$ cat config.mk
export PLATFORM = sky130hd
export DESIGN_NAME = scip_top
export DESIGN_NICKNAME = d
export VERILOG_FILES = /design/src/scip_pkg.sv /design/src/scip_edge.sv /design/src/scip_sync.sv /design/src/scip_top.sv
export VERILOG_INCLUDE_DIRS = /design/src
export SDC_FILE = /design/constraint.sdc
export NUM_CORES = 1
export LEC_CHECK = 0
export BUFFER_PORTS_ARGS = -buffer_cell sky130_fd_sc_hd__clkbuf_2
export CORE_ASPECT_RATIO = 0.9
export CORE_UTILIZATION = 25
export CTS_CLUSTER_SIZE = 8
export DETAILED_ROUTE_END_ITERATION = 16
export PLACE_DENSITY_LB_ADDON = 0.25
export SLEW_MARGIN = 10
export SYNTH_ARGS = -nofsm -noshare
export SYNTH_HDL_FRONTEND = slang
export SYNTH_SLANG_ARGS = --single-unit
$ cat constraint.sdc
create_clock -name clk_i -period 4.85 [get_ports clk_i]
set_clock_uncertainty 0.05 [all_clocks]
set_input_delay 0.2425 -clock clk_i [delete_from_list [all_inputs] [get_ports clk_i]]
set_output_delay 0.2425 -clock clk_i [all_outputs]
set_load 0.1 [all_outputs]
$ cat src/scip_map.svh
// Register map, field positions and reset values of the slow clock interval prescaler.
// Assumes inclusion by its bare name from the design files.
`ifndef SCIP_MAP_SVH
`define SCIP_MAP_SVH
`define SCIP_CTRL_OFFSET    12'h000
`define SCIP_MODE_OFFSET    12'h004
`define SCIP_STAT_OFFSET    12'h008
`define SCIP_FLAG_BIT       7
`define SCIP_IE_BIT         6
`define SCIP_SEL_HI         3
`define SCIP_SEL_LO         1
`define SCIP_CLR_BIT        0
`define SCIP_MODE_HI        2
`define SCIP_MODE_LO        0
`define SCIP_WSRC_HI        6
`define SCIP_WSRC_LO        4
`define SCIP_CTRL_RESET     8'h00
`define SCIP_CNT_ALL_ONES   17'h1FFFF
`define SCIP_CNT_ZERO       17'h00000
`define SCIP_MODE_SUB_XTAL  3'h1
`define SCIP_MODE_SUB_RC    3'h2
`define SCIP_WDT_SRC_A      3'h4
`define SCIP_WDT_SRC_B      3'h6
`define SCIP_CLKSEL_NONE    2'h0
`define SCIP_CLKSEL_XTAL    2'h1
`define SCIP_CLKSEL_RC      2'h2
`define SCIP_WDT_TAP        0
`endif

$ cat src/scip_pkg.sv
// Types of the slow clock interval prescaler.
// Assumes nothing of its surroundings.
`default_nettype none
package scip_pkg;
    typedef enum logic [2:0] {
        SCIP_MODE_MAIN    = 3'h0,
        SCIP_MODE_SUBXTAL = 3'h1,
        SCIP_MODE_SUBRC   = 3'h2
    } scip_mode_t;
    typedef logic [2:0] scip_sel_t;
endpackage
`default_nettype wire

$ cat src/scip_edge.sv
// Rising edge detector on a synchronised slow clock level.
// Assumes the input is already in the clk_i domain.
`timescale 1ns/1ps
`default_nettype none
module scip_edge (
    // Clock and reset.
    input  wire logic clk_i,
    input  wire logic rst_n_i,
    // Level in, pulse out.
    input  wire logic lvl_i,
    output logic      rise_o
);
    logic prev;

    // Remember the previous level.
    always_ff @(posedge clk_i or negedge rst_n_i) begin
        if (!rst_n_i) begin
            prev <= 1'b0;
        end else begin
            prev <= lvl_i;
        end
    end

    // A pulse marks each rising edge of the level.
    assign rise_o = lvl_i & ~prev;
endmodule
`default_nettype wire

$ cat src/scip_sync.sv
// Two flip-flop synchroniser for a group of level inputs.
// Assumes the inputs are static between changes for at least two clocks.
`timescale 1ns/1ps
`default_nettype none
module scip_sync #(
    parameter int WIDTH = 1
) (
    // Clock and reset.
    input  wire logic             clk_i,
    input  wire logic             rst_n_i,
    // Levels.
    input  wire logic [WIDTH-1:0] d_i,
    output logic      [WIDTH-1:0] q_o
);
    logic [WIDTH-1:0] meta;

    // The first stage is read only by the second stage.
    always_ff @(posedge clk_i or negedge rst_n_i) begin
        if (!rst_n_i) begin
            meta <= '0;
            q_o  <= '0;
        end else begin
            meta <= d_i;
            q_o  <= meta;
        end
    end
endmodule
`default_nettype wire

$ cat src/scip_top.sv
// Slow clock interval prescaler: counter, interval flag, watchdog clock and clear, APB slave.
// Assumes slow clocks and mode levels arrive asynchronously, APB is on clk_i.
//
// Notes on behaviour
// - Count down on each divided slow clock tick.
// - Start at all ones, wrap at zero.
// - Flag on interval, not in slow stop.
// - Keep counting in stop from main modes.
// - Counter clear also clears selected watchdog.
// - Clear on slow mode to stop entry.
// - Clear when slow oscillator disabled in main.
// - Reset clears and stops the counter.
// - Main modes: stable oscillator, crystal preferred.
// - Sub modes use their own oscillator only.
// - Bit 7 flag, write 0 clears.
// - Read-modify-write read returns flag as 1.
// - Request is flag and enable.
// - Bits 5 and 4 read zero.
// - Select codes map to 2^10..2^17 periods.
// - Write 1 to bit 0 sets counter ones.
// - Watchdog clock restarts with counter clear.
// - Software clear beats coincident tap overflow.
// - Enable rise with flag set requests at once.
// - One of eight taps of 17 bits.
//
// Design decisions made here: register access over APB and the address map.
`timescale 1ns/1ps
`default_nettype none
`include "scip_map.svh"
module scip_top
    import scip_pkg::*;
#(
    parameter int CNT_W = 17
) (
    // Clock and reset.
    input  wire logic        clk_i,
    input  wire logic        rst_n_i,
    // APB slave.
    input  wire logic        psel_i,
    input  wire logic        penable_i,
    input  wire logic        pwrite_i,
    input  wire logic [11:0] paddr_i,
    input  wire logic [31:0] pwdata_i,
    input  wire logic [3:0]  pstrb_i,
    output logic      [31:0] prdata_o,
    output logic             pready_o,
    output logic             pslverr_o,
    // Asynchronous slow clocks and oscillator state.
    input  wire logic        slow_xtal_clk_i,
    input  wire logic        slow_rc_clk_i,
    input  wire logic        slow_xtal_osc_enable_i,
    input  wire logic        slow_rc_osc_enable_i,
    input  wire logic        slow_xtal_stable_i,
    input  wire logic        slow_rc_stable_i,
    // Stop state and read-modify-write read indication.
    input  wire logic        stop_mode_i,
    input  wire logic        rmw_read_i,
    // Outputs to the interrupt controller and the watchdog.
    output logic             interval_irq_o,
    output logic             watchdog_clk_o,
    output logic             watchdog_clear_o
);
    // ----------------------------------------------------------------
    // Synchronisers and edge detection
    // ----------------------------------------------------------------
    logic [5:0] sync_q;
    logic       xtal_s;
    logic       rc_s;
    logic       xtal_en_s;
    logic       rc_en_s;
    logic       xtal_ok_s;
    logic       rc_ok_s;
    logic       stop_s;
    logic       tick;
    logic       slow_lvl;

    scip_sync #(.WIDTH(6)) u_sync (
        .clk_i   (clk_i),
        .rst_n_i (rst_n_i),
        .d_i     ({slow_xtal_clk_i, slow_rc_clk_i, slow_xtal_osc_enable_i,
                   slow_rc_osc_enable_i, slow_xtal_stable_i, slow_rc_stable_i}),
        .q_o     (sync_q)
    );

    scip_sync #(.WIDTH(1)) u_sync_stop (
        .clk_i   (clk_i),
        .rst_n_i (rst_n_i),
        .d_i     (stop_mode_i),
        .q_o     (stop_s)
    );

    assign {xtal_s, rc_s, xtal_en_s, rc_en_s, xtal_ok_s, rc_ok_s} = sync_q;

    // ----------------------------------------------------------------
    // Registers of this block
    // ----------------------------------------------------------------
    logic             interval_flag;
    logic             interval_irq_enable;
    scip_sel_t        interval_select;
    scip_mode_t       clock_mode;
    logic [2:0]       watchdog_clock_source;
    logic [CNT_W-1:0] count;
    logic             div_ph;
    logic             stop_q;
    logic             xtal_en_q;
    logic             rc_en_q;
    logic [1:0]       clk_src;

    // APB decode and write strobes.
    logic        wr_en;
    logic        rd_en;
    logic        hit_ctrl;
    logic        hit_mode;
    logic        hit_stat;
    logic        sw_clear;
    logic        hw_clear;
    logic        any_clear;
    logic        cnt_tick;
    logic        tap_fall;
    logic        tap_now;
    logic        tap_prev;
    logic        flag_set;
    logic        slow_stop;
    logic        main_mode;

    assign hit_ctrl  = paddr_i == `SCIP_CTRL_OFFSET;
    assign hit_mode  = paddr_i == `SCIP_MODE_OFFSET;
    assign hit_stat  = paddr_i == `SCIP_STAT_OFFSET;
    assign wr_en     = psel_i & penable_i & pwrite_i & pready_o;
    assign rd_en     = psel_i & ~penable_i & ~pwrite_i;
    assign main_mode = clock_mode == SCIP_MODE_MAIN;
    assign slow_stop = stop_s & ~main_mode;

    // ----------------------------------------------------------------
    // Input clock selection
    // ----------------------------------------------------------------
    // Main modes take a stable enabled oscillator, the crystal first.
    always_comb begin
        clk_src = `SCIP_CLKSEL_NONE;
        case (clock_mode)
            SCIP_MODE_SUBXTAL: begin
                clk_src = `SCIP_CLKSEL_XTAL;
            end
            SCIP_MODE_SUBRC: begin
                clk_src = `SCIP_CLKSEL_RC;
            end
            default: begin
                if (xtal_en_s && xtal_ok_s) begin
                    clk_src = `SCIP_CLKSEL_XTAL;
                end else if (rc_en_s && rc_ok_s) begin
                    clk_src = `SCIP_CLKSEL_RC;
                end
            end
        endcase
    end

    assign slow_lvl = (clk_src == `SCIP_CLKSEL_XTAL) ? xtal_s :
                      (clk_src == `SCIP_CLKSEL_RC)   ? rc_s   : 1'b0;

    scip_edge u_edge (
        .clk_i   (clk_i),
        .rst_n_i (rst_n_i),
        .lvl_i   (slow_lvl),
        .rise_o  (tick)
    );

    // ----------------------------------------------------------------
    // Clear sources
    // ----------------------------------------------------------------
    assign sw_clear = wr_en & hit_ctrl & pstrb_i[0] & pwdata_i[`SCIP_CLR_BIT];
    assign hw_clear = (stop_s & ~stop_q & ~main_mode)
                    | (main_mode & ((xtal_en_q & ~xtal_en_s) | (rc_en_q & ~rc_en_s)));
    assign any_clear = sw_clear | hw_clear;

    // Previous levels for the clear edges.
    always_ff @(posedge clk_i or negedge rst_n_i) begin
        if (!rst_n_i) begin
            stop_q    <= 1'b0;
            xtal_en_q <= 1'b0;
            rc_en_q   <= 1'b0;
        end else begin
            stop_q    <= stop_s;
            xtal_en_q <= xtal_en_s;
            rc_en_q   <= rc_en_s;
        end
    end

    // ----------------------------------------------------------------
    // Divider and counter
    // ----------------------------------------------------------------
    // The divide-by-two phase yields one count tick per two slow edges.
    always_ff @(posedge clk_i or negedge rst_n_i) begin
        if (!rst_n_i) begin
            div_ph <= 1'b0;
        end else if (any_clear) begin
            div_ph <= 1'b0;
        end else if (tick && clk_src != `SCIP_CLKSEL_NONE) begin
            div_ph <= ~div_ph;
        end
    end

    assign cnt_tick = tick & div_ph & (clk_src != `SCIP_CLKSEL_NONE);

    // Free-running down counter with reload at zero.
    always_ff @(posedge clk_i or negedge rst_n_i) begin
        if (!rst_n_i) begin
            count <= `SCIP_CNT_ALL_ONES;
        end else if (any_clear) begin
            count <= `SCIP_CNT_ALL_ONES;
        end else if (cnt_tick) begin
            if (count == `SCIP_CNT_ZERO) begin
                count <= `SCIP_CNT_ALL_ONES;
            end else begin
                count <= count - 1'b1;
            end
        end
    end

    // ----------------------------------------------------------------
    // Interval detector
    // ----------------------------------------------------------------
    // Map the select code onto one counter bit.
    always_comb begin
        case (interval_select)
            3'h4:    tap_now = count[9];
            3'h0:    tap_now = count[10];
            3'h1:    tap_now = count[11];
            3'h2:    tap_now = count[12];
            3'h3:    tap_now = count[13];
            3'h5:    tap_now = count[14];
            3'h6:    tap_now = count[15];
            3'h7:    tap_now = count[16];
            default: tap_now = 1'b0;
        endcase
    end

    // Track the tap so a 0 to 1 wrap marks an elapsed interval.
    // A clear parks the history high, so reloading all ones never looks like a wrap.
    always_ff @(posedge clk_i or negedge rst_n_i) begin
        if (!rst_n_i) begin
            tap_prev <= 1'b1;
        end else if (any_clear) begin
            tap_prev <= 1'b1;
        end else begin
            tap_prev <= tap_now;
        end
    end

    assign tap_fall = ~tap_prev & tap_now;
    assign flag_set = tap_fall & ~slow_stop & ~any_clear;

    // Interval flag: hardware set wins over a software clear.
    always_ff @(posedge clk_i or negedge rst_n_i) begin
        if (!rst_n_i) begin
            interval_flag <= 1'b0;
        end else if (flag_set) begin
            interval_flag <= 1'b1;
        end else if (wr_en && hit_ctrl && pstrb_i[0] && !pwdata_i[`SCIP_FLAG_BIT]) begin
            interval_flag <= 1'b0;
        end
    end

    // ----------------------------------------------------------------
    // Software registers
    // ----------------------------------------------------------------
    // Control, mode and watchdog source fields.
    always_ff @(posedge clk_i or negedge rst_n_i) begin
        if (!rst_n_i) begin
            interval_irq_enable   <= 1'b0;
            interval_select       <= 3'h0;
            clock_mode            <= SCIP_MODE_MAIN;
            watchdog_clock_source <= 3'h0;
        end else if (wr_en && pstrb_i[0]) begin
            if (hit_ctrl) begin
                interval_irq_enable <= pwdata_i[`SCIP_IE_BIT];
                interval_select     <= pwdata_i[`SCIP_SEL_HI:`SCIP_SEL_LO];
            end
            if (hit_mode) begin
                clock_mode            <= scip_mode_t'(pwdata_i[`SCIP_MODE_HI:`SCIP_MODE_LO]);
                watchdog_clock_source <= pwdata_i[`SCIP_WSRC_HI:`SCIP_WSRC_LO];
            end
        end
    end

    // ----------------------------------------------------------------
    // APB answer and outputs
    // ----------------------------------------------------------------
    // No wait state: pready rises in the first cycle of the access phase.
    always_ff @(posedge clk_i or negedge rst_n_i) begin
        if (!rst_n_i) begin
            pready_o  <= 1'b0;
            pslverr_o <= 1'b0;
            prdata_o  <= 32'h00000000;
        end else begin
            pready_o  <= psel_i & ~penable_i;
            pslverr_o <= psel_i & ~penable_i & ~(hit_ctrl | hit_mode | hit_stat);
            if (rd_en) begin
                prdata_o <= 32'h00000000;
                if (hit_ctrl) begin
                    prdata_o[7:0] <= {interval_flag | rmw_read_i, interval_irq_enable,
                                      2'b00, interval_select, 1'b0};
                end else if (hit_mode) begin
                    prdata_o[7:0] <= {1'b0, watchdog_clock_source, 1'b0, clock_mode};
                end else if (hit_stat) begin
                    prdata_o[CNT_W-1:0] <= count;
                end
            end
        end
    end

    // Interrupt, watchdog clock and watchdog clear.
    always_ff @(posedge clk_i or negedge rst_n_i) begin
        if (!rst_n_i) begin
            interval_irq_o   <= 1'b0;
            watchdog_clk_o   <= 1'b0;
            watchdog_clear_o <= 1'b0;
        end else begin
            interval_irq_o   <= (interval_flag | flag_set) & interval_irq_enable;
            watchdog_clk_o   <= any_clear ? 1'b0 : ~count[`SCIP_WDT_TAP];
            watchdog_clear_o <= any_clear & (watchdog_clock_source == `SCIP_WDT_SRC_A ||
                                             watchdog_clock_source == `SCIP_WDT_SRC_B);
        end
    end

    // ----------------------------------------------------------------
    // Checks
    // ----------------------------------------------------------------
    clear_ones_a: assert property (@(posedge clk_i) disable iff (!rst_n_i)
        sw_clear |=> count == `SCIP_CNT_ALL_ONES)
        else $error("counter not all ones after clear");
    wrap_reload_a: assert property (@(posedge clk_i) disable iff (!rst_n_i)
        (cnt_tick && !any_clear && count == `SCIP_CNT_ZERO) |=> count == `SCIP_CNT_ALL_ONES)
        else $error("counter did not reload at zero");
    count_step_a: assert property (@(posedge clk_i) disable iff (!rst_n_i)
        (cnt_tick && !any_clear && count != `SCIP_CNT_ZERO) |=> count == $past(count) - 1'b1)
        else $error("counter did not step down");
    irq_follow_a: assert property (@(posedge clk_i) disable iff (!rst_n_i)
        (interval_flag && interval_irq_enable) |=> interval_irq_o)
        else $error("request missing with flag and enable");
    no_flag_clear_a: assert property (@(posedge clk_i) disable iff (!rst_n_i)
        (tap_fall && sw_clear && !interval_flag) |=> !interval_flag)
        else $error("flag set on coincident clear");
    slow_stop_a: assert property (@(posedge clk_i) disable iff (!rst_n_i)
        (slow_stop && !interval_flag && !(wr_en && hit_ctrl)) |=> !interval_flag)
        else $error("flag set in slow stop");
    wdt_clear_a: assert property (@(posedge clk_i) disable iff (!rst_n_i)
        (any_clear && watchdog_clock_source == `SCIP_WDT_SRC_A) |=> watchdog_clear_o)
        else $error("watchdog clear missing");
    hw_clear_a: assert property (@(posedge clk_i) disable iff (!rst_n_i)
        (stop_s && !stop_q && !main_mode) |=> count == `SCIP_CNT_ALL_ONES && !div_ph)
        else $error("stop entry did not clear counter");
    wdt_phase_a: assert property (@(posedge clk_i) disable iff (!rst_n_i)
        any_clear |=> !watchdog_clk_o)
        else $error("watchdog clock not restarted");
endmodule
`default_nettype wire

# Yosys cells after proc, flatten, opt, wreduce, memory -nomap -nowiden
# Cells that the tools add are included.
[classes]
mux = 20
addsub = 1
n_bitwise = 43
n_eq_ne = 15
n_reduce_logical = 19
[op_table]
columns = ["cell", "count"]
rows = [
  ["17-bit 2-to-1 mux", 4],
  ["1-bit bitwise AND", 23],
  ["3-bit == test (second input constant)", 6],
  ["9-bit 2-to-1 mux", 2],
  ["17-bit logical NOT", 1],
  ["17-bit by 1-bit subtractor with 17-bit output (second input constant)", 1],
  ["8-bit 2-to-1 mux", 2],
  ["1-bit NOT", 13],
  ["12-bit by 3-bit == test with 1-bit output (second input constant)", 1],
  ["12-bit by 4-bit == test with 1-bit output (second input constant)", 1],
  ["12-bit logical NOT", 1],
  ["3-bit by 2-bit == test with 1-bit output (second input constant)", 3],
  ["1-bit 2-to-1 mux", 8],
  ["1-bit case mux with 8 select lines", 1],
  ["2-bit nonzero test", 4],
  ["1-bit logical AND", 7],
  ["1-bit bitwise OR", 7],
  ["3-bit by 1-bit == test with 1-bit output (second input constant)", 2],
  ["3-bit logical NOT", 2],
  ["2-bit 2-to-1 mux", 2],
  ["2-bit case mux with 2 select lines", 1],
  ["2-bit AND reduction", 2],
  ["2-bit by 1-bit == test with 1-bit output (second input constant)", 1],
  ["2-bit == test (second input constant)", 1],
  ["2 further kinds", 2],
]
[totals]
inputBits = 61
regBits = 70
wordCells = 120
out_inout_bits = 37

# Logic depth before layout (Yosys ltp)
[logic_depth]
ltp_word = 12
ltp_mapped = 7
ltp_nobuf = 7

# Modules after synthesis
# From an unflattened synthesis, not the netlist that was laid out.
[unflattened]
hier_cells = 336
hier_area_um2 = 3524.6
[modules_own_cells]
columns = ["mod", "seq_area_each_um2", "cells_per_inst", "n_inst", "area_each_um2"]
rows = [
  ["scip_top", 1398.8, 320, 1, 3135.5],
  ["scip_sync at u_sync", 300.3, 12, 1, 300.3],
  ["scip_sync at u_sync_stop", 50.0, 2, 1, 50.0],
  ["scip_edge", 25.0, 2, 1, 38.8],
]

# Worst setup path after synthesis
# No wires, ideal clock.
[synth_path]
path_type = "reg-to-reg"
start = "register pready_o"
end = "register interval_irq_enable"
setup_slack_ns = 2.816
setup_ns = 0.125
path_stages_with_launch = 4
path_buffers = 0
period_less_slack_ns = 2.034
required_ns = 4.675
arrival_time_ns = 1.859
cell_sequence = "dfrtp_1 nand2_1 nor4_4 mux2_2"
[synth_between]
elab_chain_len = 3
[synth_lines]
columns = ["element", "line_no", "source"]
rows = [
  ["from (decl)", "scip_top.sv:46", "output logic pready_o,"],
  ["from (signal assigned)", "scip_top.sv:295", "pready_o <= psel_i & ~penable_i;"],
  ["1-bit bitwise AND", "scip_top.sv:129", "assign wr_en = psel_i & penable_i & pwrite_i & pready_o;"],
  ["1-bit logical AND", "scip_top.sv:273", "end else if (wr_en && pstrb_i[0]) begin"],
  ["2-bit AND reduction (no source line)", "n/a", ""],
  ["to (signal assigned)", "scip_top.sv:275", "interval_irq_enable <= pwdata_i[`SCIP_IE_BIT];"],
  ["to (decl)", "scip_top.sv:98", "logic interval_irq_enable;"],
]
# No other way between the ends.
# A chain may end at the register's enable or synchronous reset.

# Worst setup path in the final report
[layout_path]
start = "register count[2]"
end = "register count[13]"
[layout_between]
elab_chain_len = 4
word_cells_on_any_way = 5
cone_classes = "add/sub (1); mux (3); reduce/logical (1)"
[layout_lines]
columns = ["element", "line_no", "source"]
rows = [
  ["from (decl)", "scip_top.sv:102", "logic [CNT_W-1:0] count;"],
  ["from (signal assigned)", "scip_top.sv:207", "count <= `SCIP_CNT_ALL_ONES;"],
  ["from (signal assigned)", "scip_top.sv:209", "count <= `SCIP_CNT_ALL_ONES;"],
  ["from (signal assigned)", "scip_top.sv:212", "count <= `SCIP_CNT_ALL_ONES;"],
  ["17-bit by 1-bit subtractor with 17-bit output / 17-bit logical NOT (equally long branches)", "n/a", ""],
  ["17-bit 2-to-1 mux *", "scip_top.sv:211", "if (count == `SCIP_CNT_ZERO) begin"],
  ["17-bit 2-to-1 mux *", "scip_top.sv:210", "end else if (cnt_tick) begin"],
  ["17-bit 2-to-1 mux *", "scip_top.sv:208", "end else if (any_clear) begin"],
]
# Every way passes the cells marked *; elsewhere a longest branch is shown, timed or not. The select of a mux whose other input is x is not followed.

==> metrics <==
root buf cell=clkbuf_16; final instance area=4380 µm²; PwrDens=roughly 360 nW/µm²; gr usage total=0.127; 1st-iter DRT viols=roughly 130; Clk network pwr share=0.510; Fin. Hold Viols=0; Final setup viols=0; largest net degree at the start of global routing=71; area leader, netlist=dfrtp_1; total die area=between 10000 and 15000 µm²; flops & latches, synth=70; Pins Over Slew Limit=0; DR vias/cell=between 4 and 5; diodes inserted=0; Buffers on Ports=55; synth unique cells=66; global-route wire length before repair=between 10000 and 15000 µm; setup_tns=0 ps; leakage power=approximately 1.9 nW; Net count, final=465; Period minus WS final=roughly 2600 ps; CTS sink cnt=70; Int Power=about 0.0012 W; cell with the most instances after synthesis=dfrtp_1; share of the synthesized area in the top cell type=0.362; fin util=0.313; Final ANT Viol Nets=0; initial core utilization=0.257; WP data required=~5100 ps; Post-synth EDFFs=0; maxcap violations=0; grt ovf=0; status=finished clean; CTS tree=built; die height=around 120 µm; switching share of power=0.246; GP Congestion=around 0.83; fmax=~390 MHz; flop-to-flop setup slack=2290 ps; clk slew on worst S/H paths=around 60 ps; CP arrival=around 2800 ps; maximum root-to-sink buffer count=2; HPWL after DPL=roughly 6000 µm; Synth-to-Final Area Change=21.8%; Vias=around 2700; r2r endpoint=count[13]; core area=around 14000 µm²; Reg2Reg Depth=5; top cells by area, synth=dfrtp_1, dfstp_2, nand2_1; Synth Cell Area=between 3000 and 4000 µm²; Commonest cells post-synth=dfrtp_1, nand2_1, nand3_1, nor2_1, dfstp_2; DR WL/cell=14.4 µm; critical-path maximum fanout=15; initial antenna violation count=0; worst reg2reg path startpoint=count[2]; startpoint type of the worst setup path=flip-flop; FP Rows=41; Yosys Warn Count=0; Max VDD drop=around 0.16 mV; Crit Path Class=flip-flop to flip-flop; Most used DFF post-synth=dfrtp_1; DIE WIDTH=about 130 µm; fin crit share=0.528; Tightest Pin Transition=around 920 ps; class of the worst hold path=input port to async pin; share of cells above drive strength 1=0.297; num ports=98; NetSw=between 0.0003 and 0.0004 W; Initial DRT Pass Iterations=7; post-synthesis cell count=about 350; htree depth=3; number of remaining DRC errors=0; vias in the first global route=approximately 2800; sequential area share after synthesis=0.494; Post-Route WL=between 8000 and 9000 µm; Placed Instance Area=slightly below 4000 µm²; RSZ-0062 raised after global routing=false; Worst-Skew Late Latency=around 330 ps; syn_area_per_cell=10.4 µm²; Combinational Power Share=0.101; TritonCTS buffer count=9; CP endpoint kind=flip-flop; sequential fraction of design power=0.389; Slew headroom=0.386; Synth async-reset ratio=1.00
## placed cells by master, fill, tap and decap left out, types with 3 or more instances in the layout
cell	n
nor4_4	3
o31ai_1	5
nor4_1	13
mux2_2	10
nor3b_1	4
nand3b_1	3
nor3_1	6
dlygate4sd3_1	7
nand2b_1	4
a21oi_1	9
clkbuf_16	9
dfrtp_1	52
dfstp_2	18
bufinv_16	4
nand3_1	19
a31oi_1	13
nand2_1	39
nand4_1	3
mux2i_1	5
o21ai_1	11
conb_1	15
inv_1	10
nor2_1	19
o21bai_1	5
nor2b_1	4
o21ai_0	12
clkbuf_2	54
## worst max path at each step
stage	startpoint	end
final	count[2]	count[13]
after global routing	count[2]	count[13]
after CTS	count[14]	count[13]
after detailed placement	count[2]	count[13]
after global placement	count[2]	count[13]
after floorplan	pready_o	interval_irq_enable
## critical path, stage by stage, from the launching register on
cell       delay [ps]
dfstp_2           400
nor3_2            360
nand4b_1          600
nor2_2            730
o2111ai_1         200
nand3b_1          130
## registers in the layout, summed over array words and instances (netlist names)
register               count
pslverr_o                  1
stop_q                     1
u_sync_stop.q_o            1
pready_o                   1
clock_mode                 3
u_sync_stop.meta           1
u_sync.meta                6
u_edge.prev                1
interval_irq_enable        1
tap_prev                   1
watchdog_clear_o           1
xtal_en_q                  1
div_ph                     1
rc_en_q                    1
count                     17
interval_flag              1
interval_irq_o             1
interval_select            3
watchdog_clk_o             1
watchdog_clock_source      3
u_sync.q_o                 6
prdata_o                  17
## metal layers
metal  up-vias  global-route usage  share of wire
met4         0              0.0455          0.012
met2        70               0.209           0.46
met5         -                   0              0
li1       1352                   -              -
met1      1314               0.162           0.48
met3        12              0.0309          0.046
## through the flow
step                power, W  instances  hold WS, ps  setup WS [ps]
finish               0.00157        600         64.3           2290
global route         0.00164        600         84.4           2090
CTS                  0.00160        600         85.3           2300
detailed placement  0.000776        577          286           2310
global placement    0.000774        577          288           2340
floorplan           0.000745        360         -103           2820
## power groups by stage
stage	clock network, W	logic [W]	registers (W)
after floorplan	0	0.000104	0.000641
after global placement	0	0.000155	0.000619
after detailed placement	0	0.000156	0.000620
after CTS	0.000826	0.000160	0.000610
after global routing	0.000856	0.000170	0.000612
final	0.000798	0.000158	0.000610
## cell families after synthesis
| family | Yosys count | share of synthesized area |
|---|---|---|
| simple gates | 135 | 0.218 |
| buf+inv | 43 | 0.0745 |
| compound gates | 78 | 0.149 |
| mux | 17 | 0.0578 |
| flops | 70 | 0.494 |
| fa+ha+maj | 2 | 0.00696 |
| other cells | 1 | 0.00104 |
## cell type report
type | instances | area, µm²
Fill cell | 1462 | 9630
Sequential cell | 70 | 1770
Multi-Input combinational cell | 247 | 1610
Timing Repair Buffer | 63 | 353
Tap cell | 193 | 241
Clock buffer | 10 | 229
Clock inverter | 6 | 134
Inverter | 11 | 41.3
## repair_timing
| item | 4_1_cts | 5_1_grt |
|---|---|---|
| setup buffers | 0 | 0 |
| resized for setup | 0 | 0 |
| hold buffers | 7 | 0 |
| endpoints found under the hold margin | 7 | 0 |
Power figures use the tool's default switching activity.
